===== src/ncp_pkg.sv =====
package ncp_pkg;

	// ==========================================================
	// Clock and timing
	localparam int CLK_MHZ = 25;

	function automatic int ns2cyc(input int t_ns);
		return (t_ns * CLK_MHZ + 999) / 1000;
	endfunction

	localparam int T_WP_NS = 12;
	localparam int T_WH_NS = 10;
	localparam int T_REA_NS = 20;
	localparam int T_REH_NS = 10;
	localparam int T_WB_NS = 100;
	localparam int T_ADL_NS = 70;
	localparam int T_WHR_NS = 60;
	localparam int SYNC_STAGES = 2;

	localparam logic [3:0] WE_LOW_CYC = 4'(ns2cyc(T_WP_NS));
	localparam logic [3:0] WE_HIGH_CYC = 4'(ns2cyc(T_WH_NS));
	// Read strobe also covers the two-stage input synchroniser
	localparam logic [3:0] RE_LOW_CYC = 4'(ns2cyc(T_REA_NS) + SYNC_STAGES);
	localparam logic [3:0] RE_HIGH_CYC = 4'(ns2cyc(T_REH_NS));
	localparam logic [3:0] WB_CYC = 4'(ns2cyc(T_WB_NS));
	localparam logic [3:0] ADL_CYC = 4'(ns2cyc(T_ADL_NS));
	localparam logic [3:0] WHR_CYC = 4'(ns2cyc(T_WHR_NS));

	// ==========================================================
	// Flash command bytes
	localparam logic [7:0] CMD_LOAD = 8'h80;
	localparam logic [7:0] CMD_LOAD2 = 8'h81;
	localparam logic [7:0] CMD_PAIR = 8'h11;
	localparam logic [7:0] CMD_CACHE = 8'h15;
	localparam logic [7:0] CMD_FINAL = 8'h10;
	localparam logic [7:0] CMD_CPREAD = 8'h00;
	localparam logic [7:0] CMD_CPCONF = 8'h3a;
	localparam logic [7:0] CMD_CPLOAD = 8'h8c;
	localparam logic [7:0] CMD_STAT = 8'h70;
	localparam logic [7:0] CMD_STAT2 = 8'h71;
	localparam logic [7:0] CMD_RESET = 8'hff;

	// ==========================================================
	// Address layout
	localparam logic [2:0] LAST_ADDR_CYC = 3'h4;
	localparam int ROW_BLK_LSB = 6;
	localparam int ROW_DIST_BIT = 6;

	// ==========================================================
	// Software register map
	localparam logic [7:0] REG_CTRL = 8'h00;
	localparam logic [7:0] REG_COL = 8'h04;
	localparam logic [7:0] REG_ROW0 = 8'h08;
	localparam logic [7:0] REG_ROW1 = 8'h0c;
	localparam logic [7:0] REG_DLEN = 8'h10;
	localparam logic [7:0] REG_DATA = 8'h14;
	localparam logic [7:0] REG_STAT = 8'h18;
	localparam logic [7:0] REG_NSTAT = 8'h1c;
	localparam int CTRL_WP_BIT = 4;
	localparam int CTRL_CLR_BIT = 5;

	// ==========================================================
	// Types
	typedef enum logic [3:0] {
		OP_NONE, OP_CACHE, OP_CACHE_END, OP_MP, OP_MP_END,
		OP_CP_RD, OP_CP_PG, OP_CP_END, OP_STATUS, OP_RESET, OP_CP_OUT
	} ncp_op_t;

	typedef enum logic [1:0] {PK_CMD, PK_ADDR, PK_DIN, PK_DOUT} ncp_kind_t;

	typedef enum {
		S_IDLE, S_RDY, S_CMD, S_ADDR, S_DIN, S_MID, S_SECOND,
		S_CONF, S_WAIT, S_BUSY, S_DOUT, S_STCMD, S_STRD
	} ncp_state_t;

	typedef struct packed {
		ncp_state_t st;
		ncp_state_t ret;
		ncp_op_t op;
		logic [3:0] wcnt;
		logic [2:0] acnt;
		logic [11:0] bcnt;
		logic half;
		logic [15:0] col;
		logic [23:0] row0;
		logic [23:0] row1;
		logic [11:0] dlen;
		logic [7:0] data;
		logic dfull;
		logic [7:0] dout;
		logic dval;
		logic err;
		logic wp_req;
		logic seq;
		logic mp;
		logic copy;
		logic cdist;
		logic [10:0] blk_a;
		logic [10:0] blk_b;
		logic [5:0] page;
		logic [6:0] npages;
		logic [7:0] nstat;
		logic st71;
		logic [31:0] rdata;
		logic ce_n;
		logic wp_n;
	} ncp_ctx_t;

	localparam ncp_ctx_t CTX_RST = '{st: S_IDLE, ret: S_IDLE, op: OP_NONE,
		ce_n: 1'b1, wp_n: 1'b1, default: '0};

endpackage


===== src/ncp_cyc_if.sv =====
`timescale 1ns/1ps
interface ncp_cyc_if;
	import ncp_pkg::*;
	logic req;
	ncp_kind_t kind;
	logic [7:0] wbyte;
	logic done;
	logic [7:0] rbyte;
	modport ctl(output req, kind, wbyte, input done, rbyte);
	modport pin(input req, kind, wbyte, output done, rbyte);
endinterface


===== src/ncp_cache_prog_host.sv =====
// Behaviour
// - cached page program is data load then 15h, device keeps cache free.
// - sequence ends with 10h; ready returns after last page programs.
// - host refuses a cached order whose block address differs from the open sequence, and sets the sticky error.
// - full-block multi-page program steps all 64 pages, closes 81h then 10h.
// - after multi-page 15h or 10h, host reads status with 71h.
// - at most one block per district, same six-bit page in both.
// - pair load is 80h addr data 11h 81h addr data then 15h/10h.
// - inside multi-page sequence only its commands, status or reset.
// - after 8Ch give address; data input only where bytes change.
// - cached page copy stays within one district.
// - write protect held high during copy; copy ends with 8Ch then 10h.
// - copy source read is 00h confirmed by 3Ah.
// - copy intermediate pages 8Ch then 15h, final page 8Ch then 10h.
//
// Implementation choices: the address map and the address-and-strobe port.
`timescale 1ns/1ps
module ncp_cache_prog_host
	import ncp_pkg::*;
(
	// Clock and reset
	input wire logic ref_clk,
	input wire logic rst,
	// Software register port
	input wire logic [7:0] reg_addr,
	input wire logic [31:0] reg_wdata,
	input wire logic reg_wr,
	input wire logic reg_rd,
	output logic [31:0] reg_rdata,
	// Flash control pins
	output logic ce_n,
	output logic cle,
	output logic ale,
	output logic we_n,
	output logic re_n,
	output logic wp_n,
	// Flash data pins
	output logic [7:0] io_out,
	output logic io_oe_n,
	input wire logic [7:0] io_in,
	// Flash ready/busy
	input wire logic ready_busy_out
);
	// ==========================================================
	// Address decoding helpers
	function automatic logic [10:0] blk_of(input logic [23:0] row);
		return row[ROW_BLK_LSB +: 11];
	endfunction

	function automatic logic [5:0] page_of(input logic [23:0] row);
		return row[5:0];
	endfunction

	function automatic logic dist_of(input logic [23:0] row);
		return row[ROW_DIST_BIT];
	endfunction

	function automatic logic is_mp(input ncp_op_t op);
		return (op == OP_MP) || (op == OP_MP_END);
	endfunction

	function automatic logic is_prog(input ncp_op_t op);
		return (op == OP_CACHE) || (op == OP_CACHE_END) || is_mp(op);
	endfunction

	function automatic logic [7:0] cmd_first(input ncp_op_t op);
		if (op == OP_CP_RD) begin
			return CMD_CPREAD;
		end else if (op == OP_CP_PG || op == OP_CP_END) begin
			return CMD_CPLOAD;
		end else if (op == OP_RESET) begin
			return CMD_RESET;
		end
		return CMD_LOAD;
	endfunction

	function automatic logic [7:0] cmd_conf(input ncp_op_t op);
		// copy pages confirmed by 15h, last by 10h
		if (op == OP_CACHE || op == OP_MP || op == OP_CP_PG) begin
			return CMD_CACHE;
		end else if (op == OP_CP_RD) begin
			return CMD_CPCONF;
		end
		return CMD_FINAL;
	endfunction

	function automatic logic [7:0] addr_byte(input logic [2:0] i, input logic [15:0] col,
			input logic [23:0] row);
		case (i)
			3'h0: return col[7:0];
			3'h1: return col[15:8];
			3'h2: return row[7:0];
			3'h3: return row[15:8];
			default: return row[23:16];
		endcase
	endfunction

	// ==========================================================
	// Synchroniser and pin sequencer
	logic rb_s;
	logic [7:0] io_s;
	ncp_cyc_if cyc();

	ncp_sync #(.W(9)) u_sync (
		.ref_clk(ref_clk),
		.rst(rst),
		.d({ready_busy_out, io_in}),
		.q({rb_s, io_s})
	);

	ncp_pin_cycle u_pin (
		.ref_clk(ref_clk),
		.rst(rst),
		.cyc(cyc),
		.io_s(io_s),
		.cle(cle),
		.ale(ale),
		.we_n(we_n),
		.re_n(re_n),
		.io_out(io_out),
		.io_oe_n(io_oe_n)
	);

	ncp_ctx_t c_r, c_nxt;

	// ==========================================================
	// Register decode
	wire logic wr_ctrl, wr_col, wr_row0, wr_row1, wr_dlen, wr_data, rd_data;
	wire ncp_op_t op_in;
	assign wr_ctrl = reg_wr && (reg_addr == REG_CTRL);
	assign wr_col = reg_wr && (reg_addr == REG_COL);
	assign wr_row0 = reg_wr && (reg_addr == REG_ROW0);
	assign wr_row1 = reg_wr && (reg_addr == REG_ROW1);
	assign wr_dlen = reg_wr && (reg_addr == REG_DLEN);
	assign wr_data = reg_wr && (reg_addr == REG_DATA);
	assign rd_data = reg_rd && (reg_addr == REG_DATA);
	assign op_in = ncp_op_t'(reg_wdata[3:0]);

	wire logic busy, need_data, dlen_hit;
	assign busy = (c_r.st != S_IDLE);
	assign dlen_hit = (c_r.bcnt == c_r.dlen);
	assign need_data = (c_r.st == S_DIN) && !c_r.dfull && !dlen_hit;

	wire logic [31:0] stat_word;
	logic [31:0] rd_val;
	assign stat_word = {16'h0000, 1'b0, c_r.npages, 1'b0, rb_s, c_r.copy, c_r.seq,
		c_r.err, c_r.dval, need_data, busy};

	always_comb begin
		if (reg_addr == REG_CTRL) begin
			rd_val = {27'h0, c_r.wp_req, c_r.op};
		end else if (reg_addr == REG_COL) begin
			rd_val = {16'h0000, c_r.col};
		end else if (reg_addr == REG_ROW0) begin
			rd_val = {8'h00, c_r.row0};
		end else if (reg_addr == REG_ROW1) begin
			rd_val = {8'h00, c_r.row1};
		end else if (reg_addr == REG_DLEN) begin
			rd_val = {20'h00000, c_r.dlen};
		end else if (reg_addr == REG_DATA) begin
			rd_val = {24'h000000, c_r.dout};
		end else if (reg_addr == REG_STAT) begin
			rd_val = stat_word;
		end else if (reg_addr == REG_NSTAT) begin
			rd_val = {23'h000000, c_r.st71, c_r.nstat};
		end else begin
			rd_val = 32'h00000000;
		end
	end

	// ==========================================================
	// Order checks against the open sequence
	wire logic [10:0] blk_d0, blk_d1, key_a, key_b;
	wire logic mp_ok, seq_ok;
	logic legal;
	assign blk_d0 = dist_of(c_r.row0) ? blk_of(c_r.row1) : blk_of(c_r.row0);
	assign blk_d1 = dist_of(c_r.row0) ? blk_of(c_r.row0) : blk_of(c_r.row1);
	assign key_a = is_mp(op_in) ? blk_d0 : blk_of(c_r.row0);
	assign key_b = is_mp(op_in) ? blk_d1 : 11'h000;
	// one block per district, equal page address
	assign mp_ok = (page_of(c_r.row0) == page_of(c_r.row1))
		&& (dist_of(c_r.row0) != dist_of(c_r.row1));
	// same blocks, next page, or the sequence must restart
	// pages stepped one at a time through the block
	assign seq_ok = (key_a == c_r.blk_a) && (key_b == c_r.blk_b)
		&& (page_of(c_r.row0) == c_r.page + 6'h01);

	always_comb begin
		legal = 1'b0;
		case (op_in)
			OP_CACHE, OP_CACHE_END: begin
				legal = !c_r.copy && (!c_r.seq || (!c_r.mp && seq_ok));
			end
			// nothing foreign inside a multi-page sequence
			OP_MP, OP_MP_END: begin
				legal = !c_r.copy && mp_ok && (!c_r.seq || (c_r.mp && seq_ok));
			end
			OP_CP_RD: begin
				legal = !c_r.seq && !c_r.copy;
			end
			// copy destination in the source district
			OP_CP_PG, OP_CP_END: begin
				legal = !c_r.seq && c_r.copy && (dist_of(c_r.row0) == c_r.cdist);
			end
			OP_CP_OUT: begin
				legal = c_r.copy;
			end
			OP_STATUS, OP_RESET: begin
				legal = 1'b1;
			end
			default: begin
				legal = 1'b0;
			end
		endcase
	end

	wire logic start;
	assign start = wr_ctrl && (op_in != OP_NONE) && !busy && legal;

	// ==========================================================
	// Pin cycle requests
	wire logic [23:0] row_sel;
	wire logic issue_fixed;
	assign row_sel = c_r.half ? c_r.row1 : c_r.row0;
	assign issue_fixed = (c_r.st == S_CMD) || (c_r.st == S_ADDR) || (c_r.st == S_MID)
		|| (c_r.st == S_SECOND) || (c_r.st == S_CONF) || (c_r.st == S_STCMD)
		|| (c_r.st == S_STRD);
	assign cyc.req = issue_fixed || (need_data ? 1'b0 : (c_r.st == S_DIN) && !dlen_hit)
		|| ((c_r.st == S_DOUT) && !c_r.dval && !dlen_hit);
	assign cyc.kind = (c_r.st == S_ADDR) ? PK_ADDR : (c_r.st == S_DIN) ? PK_DIN
		: ((c_r.st == S_DOUT) || (c_r.st == S_STRD)) ? PK_DOUT : PK_CMD;
	// pair order 80h, address, data, 11h, 81h, address, data
	assign cyc.wbyte = (c_r.st == S_CMD) ? cmd_first(c_r.op)
		: (c_r.st == S_ADDR) ? addr_byte(c_r.acnt, c_r.col, row_sel)
		: (c_r.st == S_DIN) ? c_r.data
		: (c_r.st == S_MID) ? CMD_PAIR
		: (c_r.st == S_SECOND) ? CMD_LOAD2
		: (c_r.st == S_CONF) ? cmd_conf(c_r.op)
		: (c_r.st == S_STCMD) ? (c_r.st71 ? CMD_STAT2 : CMD_STAT) : 8'h00;

	// ==========================================================
	// Sequencer
	always_comb begin
		c_nxt = c_r;
		c_nxt.rdata = reg_rd ? rd_val : 32'h00000000;
		if (wr_col) begin
			c_nxt.col = reg_wdata[15:0];
		end
		if (wr_row0) begin
			c_nxt.row0 = reg_wdata[23:0];
		end
		if (wr_row1) begin
			c_nxt.row1 = reg_wdata[23:0];
		end
		if (wr_dlen) begin
			c_nxt.dlen = reg_wdata[11:0];
		end
		if (wr_data) begin
			c_nxt.data = reg_wdata[7:0];
			c_nxt.dfull = 1'b1;
		end
		if (rd_data) begin
			c_nxt.dval = 1'b0;
		end
		if (wr_ctrl) begin
			c_nxt.wp_req = reg_wdata[CTRL_WP_BIT];
			if (reg_wdata[CTRL_CLR_BIT]) begin
				c_nxt.err = 1'b0;
			end
		end
		// Refused orders leave a sticky error; setting beats clearing
		if (wr_ctrl && (op_in != OP_NONE) && !start) begin
			c_nxt.err = 1'b1;
		end
		case (c_r.st)
			S_IDLE: begin
				if (start) begin
					c_nxt.op = op_in;
					c_nxt.acnt = 3'h0;
					c_nxt.bcnt = 12'h000;
					c_nxt.half = 1'b0;
					c_nxt.st = S_RDY;
					c_nxt.ret = S_CMD;
					if (op_in == OP_STATUS) begin
						c_nxt.st = S_STCMD;
					end else if (op_in == OP_RESET) begin
						c_nxt.st = S_CMD;
						c_nxt.seq = 1'b0;
						c_nxt.copy = 1'b0;
					end else if (op_in == OP_CP_OUT) begin
						c_nxt.ret = S_DOUT;
					end
					if (is_prog(op_in)) begin
						c_nxt.st71 = is_mp(op_in);
						c_nxt.blk_a = key_a;
						c_nxt.blk_b = key_b;
						c_nxt.page = page_of(c_r.row0);
						c_nxt.npages = (c_r.seq ? c_r.npages : 7'h00) + 7'h01;
						c_nxt.seq = (op_in == OP_CACHE) || (op_in == OP_MP);
						c_nxt.mp = is_mp(op_in);
					end else if (op_in == OP_CP_RD) begin
						c_nxt.copy = 1'b1;
						c_nxt.cdist = dist_of(c_r.row0);
						c_nxt.st71 = 1'b0;
					end
				end
			end
			S_RDY: begin
				if (rb_s) begin
					c_nxt.st = c_r.ret;
				end
			end
			S_CMD: begin
				if (cyc.done) begin
					if (c_r.op == OP_RESET) begin
						c_nxt.wcnt = WB_CYC - 4'h1;
						c_nxt.ret = S_BUSY;
						c_nxt.st = S_WAIT;
					end else begin
						c_nxt.acnt = 3'h0;
						c_nxt.st = S_ADDR;
					end
				end
			end
			S_ADDR: begin
				if (cyc.done) begin
					c_nxt.acnt = c_r.acnt + 3'h1;
					if (c_r.acnt == LAST_ADDR_CYC) begin
						if (c_r.op == OP_CP_RD) begin
							c_nxt.st = S_CONF;
						end else begin
							c_nxt.wcnt = ADL_CYC - 4'h1;
							c_nxt.ret = S_DIN;
							c_nxt.st = S_WAIT;
						end
					end
				end
			end
			// a zero length sends no copy data
			S_DIN: begin
				if (dlen_hit) begin
					c_nxt.st = (is_mp(c_r.op) && !c_r.half) ? S_MID : S_CONF;
				end else if (cyc.done) begin
					c_nxt.dfull = wr_data;
					c_nxt.bcnt = c_r.bcnt + 12'h001;
				end
			end
			S_MID: begin
				if (cyc.done) begin
					c_nxt.st = S_SECOND;
				end
			end
			S_SECOND: begin
				if (cyc.done) begin
					c_nxt.half = 1'b1;
					c_nxt.acnt = 3'h0;
					c_nxt.bcnt = 12'h000;
					c_nxt.st = S_ADDR;
				end
			end
			// 15h or 10h after the data load, 3Ah after the copy read address
			S_CONF: begin
				if (cyc.done) begin
					c_nxt.wcnt = WB_CYC - 4'h1;
					c_nxt.ret = S_BUSY;
					c_nxt.st = S_WAIT;
				end
			end
			S_WAIT: begin
				if (c_r.wcnt == 4'h0) begin
					c_nxt.st = c_r.ret;
				end else begin
					c_nxt.wcnt = c_r.wcnt - 4'h1;
				end
			end
			S_BUSY: begin
				if (rb_s) begin
					c_nxt.bcnt = 12'h000;
					if (c_r.op == OP_RESET) begin
						c_nxt.st = S_IDLE;
					end else if (c_r.op == OP_CP_RD) begin
						c_nxt.st = S_DOUT;
					end else begin
						c_nxt.st = S_STCMD;
					end
				end
			end
			S_DOUT: begin
				if (dlen_hit) begin
					c_nxt.st = S_IDLE;
				end else if (cyc.done) begin
					c_nxt.dout = cyc.rbyte;
					c_nxt.dval = 1'b1;
					c_nxt.bcnt = c_r.bcnt + 12'h001;
				end
			end
			S_STCMD: begin
				if (cyc.done) begin
					c_nxt.wcnt = WHR_CYC - 4'h1;
					c_nxt.ret = S_STRD;
					c_nxt.st = S_WAIT;
				end
			end
			default: begin
				if (cyc.done) begin
					c_nxt.nstat = cyc.rbyte;
					c_nxt.st = S_IDLE;
					// copy stays open until the last page is done
					if (c_r.op == OP_CP_END) begin
						c_nxt.copy = 1'b0;
					end
				end
			end
		endcase
		// Chip stays selected across an open sequence
		c_nxt.ce_n = !((c_nxt.st != S_IDLE) || c_nxt.seq || c_nxt.copy);
		// protect released for the whole copy
		c_nxt.wp_n = !(c_nxt.wp_req && !c_nxt.copy);
	end

	always_ff @(posedge ref_clk) begin
		if (rst) begin
			c_r <= CTX_RST;
		end else begin
			c_r <= c_nxt;
		end
	end

	assign reg_rdata = c_r.rdata;
	assign ce_n = c_r.ce_n;
	assign wp_n = c_r.wp_n;
endmodule


===== src/ncp_sync.sv =====
`timescale 1ns/1ps
module ncp_sync #(
	parameter int W = 1
) (
	// Clock and reset
	input wire logic ref_clk,
	input wire logic rst,
	// Asynchronous in, synchronous out
	input wire logic [W-1:0] d,
	output logic [W-1:0] q
);
	logic [W-1:0] meta_r;
	logic [W-1:0] q_r;

	always_ff @(posedge ref_clk) begin
		if (rst) begin
			meta_r <= '0;
			q_r <= '0;
		end else begin
			meta_r <= d;
			q_r <= meta_r;
		end
	end

	assign q = q_r;
endmodule


===== src/ncp_pin_cycle.sv =====
`timescale 1ns/1ps
module ncp_pin_cycle
	import ncp_pkg::*;
(
	// Clock and reset
	input wire logic ref_clk,
	input wire logic rst,
	// Cycle requests
	ncp_cyc_if.pin cyc,
	// Synchronised data pins
	input wire logic [7:0] io_s,
	// Flash strobes and data
	output logic cle,
	output logic ale,
	output logic we_n,
	output logic re_n,
	output logic [7:0] io_out,
	output logic io_oe_n
);
	typedef enum {P_IDLE, P_SET, P_LOW, P_HIGH} ncp_pst_t;

	ncp_pst_t st_r, st_nxt;
	logic [3:0] cnt_r, cnt_nxt;
	ncp_kind_t kind_r, kind_nxt;
	logic [7:0] byte_r, byte_nxt;
	logic [7:0] rbyte_r, rbyte_nxt;
	logic cle_r, ale_r, we_n_r, re_n_r, oe_n_r;
	logic [7:0] io_r;
	logic is_rd, act;

	// ==========================================================
	// One strobe cycle: setup, strobe low, strobe high
	assign is_rd = (kind_nxt == PK_DOUT);
	assign act = (st_nxt != P_IDLE);
	assign cyc.done = (st_r == P_HIGH) && (cnt_r == 4'h0);
	assign cyc.rbyte = rbyte_r;

	always_comb begin
		st_nxt = st_r;
		cnt_nxt = cnt_r;
		kind_nxt = kind_r;
		byte_nxt = byte_r;
		rbyte_nxt = rbyte_r;
		case (st_r)
			P_IDLE: begin
				if (cyc.req) begin
					st_nxt = P_SET;
					kind_nxt = cyc.kind;
					byte_nxt = cyc.wbyte;
				end
			end
			P_SET: begin
				st_nxt = P_LOW;
				cnt_nxt = (kind_r == PK_DOUT) ? RE_LOW_CYC - 4'h1 : WE_LOW_CYC - 4'h1;
			end
			P_LOW: begin
				if (cnt_r == 4'h0) begin
					st_nxt = P_HIGH;
					cnt_nxt = (kind_r == PK_DOUT) ? RE_HIGH_CYC - 4'h1 : WE_HIGH_CYC - 4'h1;
					// Data has crossed the synchroniser by now
					if (kind_r == PK_DOUT) begin
						rbyte_nxt = io_s;
					end
				end else begin
					cnt_nxt = cnt_r - 4'h1;
				end
			end
			default: begin
				if (cnt_r == 4'h0) begin
					st_nxt = P_IDLE;
				end else begin
					cnt_nxt = cnt_r - 4'h1;
				end
			end
		endcase
	end

	always_ff @(posedge ref_clk) begin
		if (rst) begin
			st_r <= P_IDLE;
			cnt_r <= 4'h0;
			kind_r <= PK_CMD;
			byte_r <= 8'h00;
			rbyte_r <= 8'h00;
		end else begin
			st_r <= st_nxt;
			cnt_r <= cnt_nxt;
			kind_r <= kind_nxt;
			byte_r <= byte_nxt;
			rbyte_r <= rbyte_nxt;
		end
	end

	// Pins follow the next state so they change with it
	always_ff @(posedge ref_clk) begin
		if (rst) begin
			cle_r <= 1'b0;
			ale_r <= 1'b0;
			we_n_r <= 1'b1;
			re_n_r <= 1'b1;
			oe_n_r <= 1'b1;
			io_r <= 8'h00;
		end else begin
			cle_r <= act && (kind_nxt == PK_CMD);
			ale_r <= act && (kind_nxt == PK_ADDR);
			we_n_r <= !((st_nxt == P_LOW) && !is_rd);
			re_n_r <= !((st_nxt == P_LOW) && is_rd);
			oe_n_r <= !(act && !is_rd);
			io_r <= byte_nxt;
		end
	end

	assign cle = cle_r;
	assign ale = ale_r;
	assign we_n = we_n_r;
	assign re_n = re_n_r;
	assign io_out = io_r;
	assign io_oe_n = oe_n_r;
endmodule


===== config.mk =====
export PLATFORM = sky130hd
export DESIGN_NAME = ncp_cache_prog_host
export DESIGN_NICKNAME = d
export VERILOG_FILES = /design/src/ncp_pkg.sv /design/src/ncp_cyc_if.sv /design/src/ncp_cache_prog_host.sv /design/src/ncp_sync.sv /design/src/ncp_pin_cycle.sv
export SDC_FILE = /design/constraint.sdc
export NUM_CORES = 1
export LEC_CHECK = 0
export ABC_AREA = 1
export BUFFER_PORTS_ARGS = -buffer_cell sky130_fd_sc_hd__buf_2
export CORE_MARGIN = 10
export CORE_UTILIZATION = 41
export CTS_BUF_LIST = sky130_fd_sc_hd__clkbuf_16
export DETAILED_ROUTE_END_ITERATION = 6
export HOLD_SLACK_MARGIN = 0.02
export PLACE_DENSITY = 0.61
export SYNTH_ARGS = -nofsm -noshare
export SYNTH_HDL_FRONTEND = slang
export SYNTH_SLANG_ARGS = --single-unit

===== constraint.sdc =====
create_clock -name ref_clk -period 6.75 [get_ports ref_clk]
set_clock_uncertainty 0.2 [all_clocks]
set_input_delay 1.35 -clock ref_clk [delete_from_list [all_inputs] [get_ports ref_clk]]
set_output_delay 1.35 -clock ref_clk [all_outputs]
set_load 0.01 [all_outputs]

# After elaboration in Yosys (flattened, before gate mapping)
# Index checks and enable logic that the tools add are counted.
[op_classes]
n_addsub = 6
n_eq_ne = 77
n_mux = 122
n_bitwise = 5
n_reduce_logical = 117
[op_table]
columns = ["op", "n"]
rows = [
  ["32-bit two-way mux", 16],
  ["32-bit one-hot mux with 12 select lines", 1],
  ["64-bit two-way mux", 5],
  ["32-bit by 3-bit == test with 1-bit output (second input constant)", 8],
  ["32-bit by 4-bit == test with 1-bit output (second input constant)", 8],
  ["32-bit one-hot mux with 5 select lines", 1],
  ["8-bit two-way mux", 13],
  ["32-bit by 2-bit == test with 1-bit output (second input constant)", 3],
  ["32-bit by 5-bit == test with 1-bit output (second input constant)", 3],
  ["32-bit one-hot mux with 3 select lines", 1],
  ["32-bit nonzero test", 3],
  ["24-bit two-way mux", 3],
  ["68-bit two-way mux", 1],
  ["32-bit by 1-bit == test with 1-bit output (second input constant)", 2],
  ["32-bit zero test", 2],
  ["16-bit two-way mux", 3],
  ["4-bit two-way mux", 12],
  ["12-bit one-hot mux with 4 select lines", 1],
  ["15-bit two-way mux", 3],
  ["11-bit two-way mux", 4],
  ["39-bit two-way mux", 1],
  ["12-bit two-way mux", 3],
  ["1-bit logical AND", 35],
  ["35-bit two-way mux", 1],
  ["other kinds (58)", 194],
]
[word_totals]
reg_bits = 343
input_bits = 53
out_inout_bits = 47
word_cells = 372

# Depth between registers and ports, before layout
[depth]
ltp_word = 17
ltp_mapped = 26
ltp_nobuf = 24

# By module
# From an unflattened synthesis, not the netlist that was laid out.
[unflattened]
cells_unflattened = 2222
hier_area_um2 = 15228.4
[modules_own_cells]
columns = ["module", "n_inst", "cells_per_inst", "area_each_um2", "seq_area_each_um2"]
rows = [
  ["ncp_cache_prog_host", 1, 1851, 12381.9, 4604.4],
  ["ncp_pin_cycle", 1, 315, 2324.7, 1181.1],
  ["ncp_sync", 1, 56, 521.8, 360.3],
]

# Least setup slack after synthesis
# Ideal clock, no wire load.
[synth_path]
path_type = "input to register"
start = "input port reg_wdata[1]"
end = "register c_r[181] in the netlist's numbering"
setup_time_ns = 0.132
arrival_ns = 3.406
required_ns = 6.418
setup_slack_ns = 3.012
cell_stages = 22
path_buffers = 4
path_cell_list = "buf_4 > nand2_2 > inv_1 > nand2_2 > nand2_2 > buf_6 > buf_4 > o211ai_1 > nand2_1 > nor3_1 > nand3_1 > nand2_1 > nand2_1 > nand2_4 > nand2_2 > nand2_1 > nand2_1 > inv_2 > nand2_2 > buf_4 > nand2_1 > a21oi_1"
[synth_via]
elab_chain_len = 13
word_cells_on_any_way = 34
classes_between = "eq/ne (13); mux (3); reduce/logical (18)"
[synth_lines]
columns = ["element", "line_no", "source"]
rows = [
  ["start: declaration", "ncp_cache_prog_host.sv:26", "input wire logic [31:0] reg_wdata,"],
  ["4-bit by 2-bit == test with 1-bit output / 4-bit by 3-bit == test with 1-bit output (equally long branches)", "ncp_cache_prog_host.sv:59, ncp_cache_prog_host.sv:190", ""],
  ["1-bit logical OR", "ncp_cache_prog_host.sv:59", "return (op == OP_MP) || (op == OP_MP_END);"],
  ["11-bit two-way mux, on equally long branches", "ncp_cache_prog_host.sv:178, ncp_cache_prog_host.sv:179", ""],
  ["11-bit == test", "ncp_cache_prog_host.sv:185", "assign seq_ok = (key_a == c_r.blk_a) && (key_b == c_r.blk_b)"],
  ["1-bit logical AND", "ncp_cache_prog_host.sv:185", ""],
  ["1-bit logical AND", "ncp_cache_prog_host.sv:186", "&& (page_of(c_r.row0) == c_r.page + 6'h01);"],
  ["1-bit logical AND, on equally long branches", "ncp_cache_prog_host.sv:196, ncp_cache_prog_host.sv:192", ""],
  ["1-bit logical OR, on equally long branches", "ncp_cache_prog_host.sv:196, ncp_cache_prog_host.sv:192", ""],
  ["1-bit logical AND, on equally long branches", "ncp_cache_prog_host.sv:196, ncp_cache_prog_host.sv:192", ""],
  ["1-bit one-hot mux with 6 select lines", "ncp_cache_prog_host.sv:190", "case (op_in)"],
  ["1-bit logical AND *", "ncp_cache_prog_host.sv:218", "assign start = wr_ctrl && (op_in != OP_NONE) && !busy && legal;"],
  ["2-bit != test (no source line) *", "--", ""],
  ["6-bit AND reduction (no source line) *", "--", ""],
  ["end signal: assignment", "ncp_cache_prog_host.sv:425", "c_r <= c_nxt;"],
  ["end: declaration", "ncp_cache_prog_host.sv:124", "ncp_ctx_t c_r, c_nxt;"],
]
# Mark *: on every way between the ends. The rest lies on a longest branch, timed or not.
# A chain may end at the register's enable or synchronous reset.

# Final worst setup path
[layout_path]
start = "input port reg_wdata[1]"
end = "register c_r[48] in the netlist's numbering"
[layout_via]
elab_chain_len = 12
word_cells_on_any_way = 35
classes_between = "eq/ne (12); mux (3); reduce/logical (20)"
[layout_lines]
columns = ["element", "line_no"]
rows = [
  ["4-bit by 2-bit == test with 1-bit output / 4-bit by 3-bit == test with 1-bit output (equally long branches)", "ncp_cache_prog_host.sv:59, ncp_cache_prog_host.sv:190"],
  ["1-bit logical OR", "ncp_cache_prog_host.sv:59"],
  ["11-bit two-way mux, on equally long branches", "ncp_cache_prog_host.sv:178, ncp_cache_prog_host.sv:179"],
  ["11-bit == test", "ncp_cache_prog_host.sv:185"],
  ["1-bit logical AND", "ncp_cache_prog_host.sv:185"],
  ["1-bit logical AND", "ncp_cache_prog_host.sv:186"],
  ["1-bit logical AND, on equally long branches", "ncp_cache_prog_host.sv:196, ncp_cache_prog_host.sv:192"],
  ["1-bit logical OR, on equally long branches", "ncp_cache_prog_host.sv:196, ncp_cache_prog_host.sv:192"],
  ["1-bit logical AND, on equally long branches", "ncp_cache_prog_host.sv:196, ncp_cache_prog_host.sv:192"],
  ["1-bit one-hot mux with 6 select lines", "ncp_cache_prog_host.sv:190"],
  ["1-bit logical AND", "ncp_cache_prog_host.sv:218"],
  ["3-bit AND reduction (no source line) *", "--"],
]
# Marks and branches as above.

==> results.sh <==
export IMPL_io_pin_count=100
export IMPL_antenna_cells=0
export IMPL_core_area_sq_um=36700
export IMPL_ff2ff_path_depth=20
export IMPL_path_clk_slew_ns=0.06
export IMPL_cts_resized=0
export IMPL_synth_seq_area_share_pct=40.22
export IMPL_whs_path_depth=2
export IMPL_die_h_um=213.1
export IMPL_syn_area_per_cell_sq_um=6.841
export IMPL_crit_fanout=56
export IMPL_antenna_found_initial=3
export IMPL_synth_edf_count=0
export IMPL_finalNonFillerCells=2747
export IMPL_via_per_inst=5.425
export IMPL_dp_hpwl_mm=37.40
export IMPL_hold_viol_final=0
export IMPL_drt_iter0_drc=1320
export IMPL_final_common_cell="nand2_1"
export IMPL_tightest_slew_ns=1.069
export IMPL_syn_area_sq_um=15280
export IMPL_hold_class="reg -> reg"
export IMPL_drt_pass1_iter_count=6
export IMPL_fp_dieW_um=213.1
export IMPL_vdd_ir_drop_max_mv=0.2002
export IMPL_powerDensity_nw_per_um2=294.0
export IMPL_core_rowCount=70
export IMPL_setup_viol_count_final=0
export IMPL_htreeDepth=2
export IMPL_dieArea_sq_um=45400
export IMPL_relSlewSlack_pct=27.83
export IMPL_grt_overflow_total=0
export IMPL_portBuffers=83
export IMPL_drive_above_1_share_pct=7.898
export IMPL_place_area_sq_um=15790
export IMPL_dp_cells=2683
export IMPL_setup_worst_path_start="reg_wdata[1]"
export IMPL_ys_types=54
export IMPL_yosys_warnings=0
export IMPL_min_period_ns=5.100
export IMPL_crit_type="in -> reg"
export IMPL_slew_viol_final=0
export IMPL_start_util_pct=41.64
export IMPL_reg2reg_from="c_r[144]"
export IMPL_clockBufferDepth=3
export IMPL_fmax_mhz=196.1
export IMPL_wirelength_mm=51.02
export IMPL_grt_pass1_wl_mm=79.24
export IMPL_ctsRootBufferMaster="clkbuf_16"
export IMPL_crit_path_start_kind="input pin"
export IMPL_fin_setup_tns_ns=0
export IMPL_synthCells=2234
export IMPL_final_cell_mix="nand2_1 (398), dfxtp_1 (307), inv_1 (280), nor2_1 (280), o21ai_0 (214)"
export IMPL_cts_setup_buffers=0
export IMPL_power_leakage_nw=6.918
export IMPL_drc=0
export IMPL_clk_latency_ns=0.56
export IMPL_antenna_left=0
export IMPL_cap_violations=0
export IMPL_grt_max_degree=83
export IMPL_vias=14900
export IMPL_nNetsFinal=2318
export IMPL_rsz0062_at_grt="no"
export IMPL_wl_per_cell_um=18.57
export IMPL_grtUsageTotal_pct=22.25
export IMPL_hold_buffers=0
export IMPL_required_ns=7.04
export IMPL_gp_congestion=0.9631
export IMPL_cts_buffers=36
export IMPL_cp_end_kind="flop"
export IMPL_final_area_sq_um=16950
export IMPL_status="completed"
export IMPL_hold_ws_ns=0.2012
export IMPL_post_route_period_util_pct=75.55
export IMPL_cts_tree="yes"
export IMPL_cp_arrival_ns=5.39
export IMPL_hold_start="u_sync.meta_r[7]"
export IMPL_synth_seq_cells=307
export IMPL_async_reset_ff_share_pct=0
export IMPL_ys_flop_type="dfxtp_1"
export IMPL_cts_sinks=307
export IMPL_grt_pass1_vias=14110
export IMPL_syn2layout_area_growth_pct=10.88
cells in the mapped netlist (3+ instances only):
master     number  area (sq um)
nor2_1        280          1051
buf_6           3         33.78
o221ai_1        9         78.83
a31oi_1        16         100.1
o22ai_1        14         87.58
dfxtp_1       307          6146
nor2_2          5         31.28
xor2_1         17         148.9
o311ai_0        3         26.28
a221oi_1       15         131.4
o41ai_1         3         26.28
nor3_1         54         270.3
nand3b_1       15         112.6
o21a_1          6         45.04
clkbuf_1       70         262.8
a211oi_1       12         90.09
xnor2_1         7         61.31
buf_2          11         55.05
nor4_1          9         56.30
buf_1           4         15.01
o21ai_1        10         50.05
o31ai_1         3         22.52
nand4_1        30         187.7
a41oi_1         4         35.03
clkinv_1        3         11.26
ha_1           12         150.1
inv_2           4         15.01
nor3b_1         4         30.03
o21ai_0       214          1071
nand2_2         5         31.28
o211ai_1       22         165.2
nand2_1       398          1494
nand3_1       125         625.6
nand2_4         3         33.78
inv_1         276          1036
a21oi_1       200          1001
buf_4          36         270.3
a2111oi_0       3         26.28
where the power goes:
| group | switching, mW | internal, mW |
|---|---|---|
| clock network | 0.805 | 1.13 |
| registers | 0.0586 | 1.89 |
| logic | 0.797 | 0.303 |
metal layers:
metal	wire length, um	GRT usage (%)	vias up	share of wire, %
met3	3554	4.164	102	7.0
met2	23690	36.71	499	46
li1	-	-	7392	-
met4	1786	9.035	4	3.5
met1	21970	28.03	6905	43
met5	25	0	-	0.049
critical path, stage by stage:
cell and delay, ns:
buf_2 0.17, nand2_2 0.10, inv_1 0.06, nand2_2 0.21, nand2_2 0.64, o21ai_0 0.62, nor2_1 0.10, nor2_1 0.11
nand2_1 0.06, nor2_1 0.10, nand3_1 0.17, nand2_1 0.17, nand2_1 0.10, nand2_4 0.12, nand2_4 0.12, nor2_8 0.37
inv_4 0.24, nor2_4 0.16, nand2_1 0.08, a21oi_1 0.13, o21a_1 0.14
metrics by stage:
stage / setup WS (ns) / util (%) / power [mW]
after floorplan: 3.012 / - / 2.729
after global placement: 1.275 / 43.02 / 3.062
after detailed placement: 1.201 / 43.02 / 3.071
after CTS: 1.772 / 46.17 / 5.021
after global routing: 1.198 / 46.17 / 5.236
final: 1.650 / 46.17 / 4.982
sequential cells by signal, indices dropped and copies added, names as in the netlist:
signal           cells
u_sync.meta_r        9
u_sync.q             9
u_pin.cyc.rbyte      8
u_pin.io_out         8
wp_n                 1
c_r                204
ce_n                 1
u_pin.io_oe_n        1
u_pin.st_r          32
u_pin.cle            1
reg_rdata           24
u_pin.ale            1
u_pin.re_n           1
u_pin.cnt_r          4
u_pin.kind_r         2
u_pin.we_n           1
final timing paths:
check	to	slack (ns)
setup / recovery	c_r[48]	1.65
hold / removal	u_sync.q[7]	0.20
setup reg to reg	c_r[48]	2.30
hold reg to reg	u_sync.q[7]	0.20
cell families after synthesis:
family | count (synthesis) | synth area share [%]
compound gates | 543 | 19.84
other cells | 1 | 0.02454
fa+ha+maj | 12 | 0.9825
xor+xnor | 24 | 1.375
simple gates | 938 | 26.37
buf+inv | 409 | 11.19
flops | 307 | 40.22
final cells by class:
| cell class | count | area (sq um) |
|---|---|---|
| sequential | 307 | 6146 |
| multi-input combinational | 1525 | 7452 |
| fill | 3782 | 19750 |
| inverter | 285 | 1075 |
| clock buffer | 36 | 900.9 |
| tap | 468 | 585.6 |
| timing repair buffer | 98 | 530.5 |
| clock inverter | 28 | 255.2 |
Note: power is estimated with default switching activity, not from simulation.
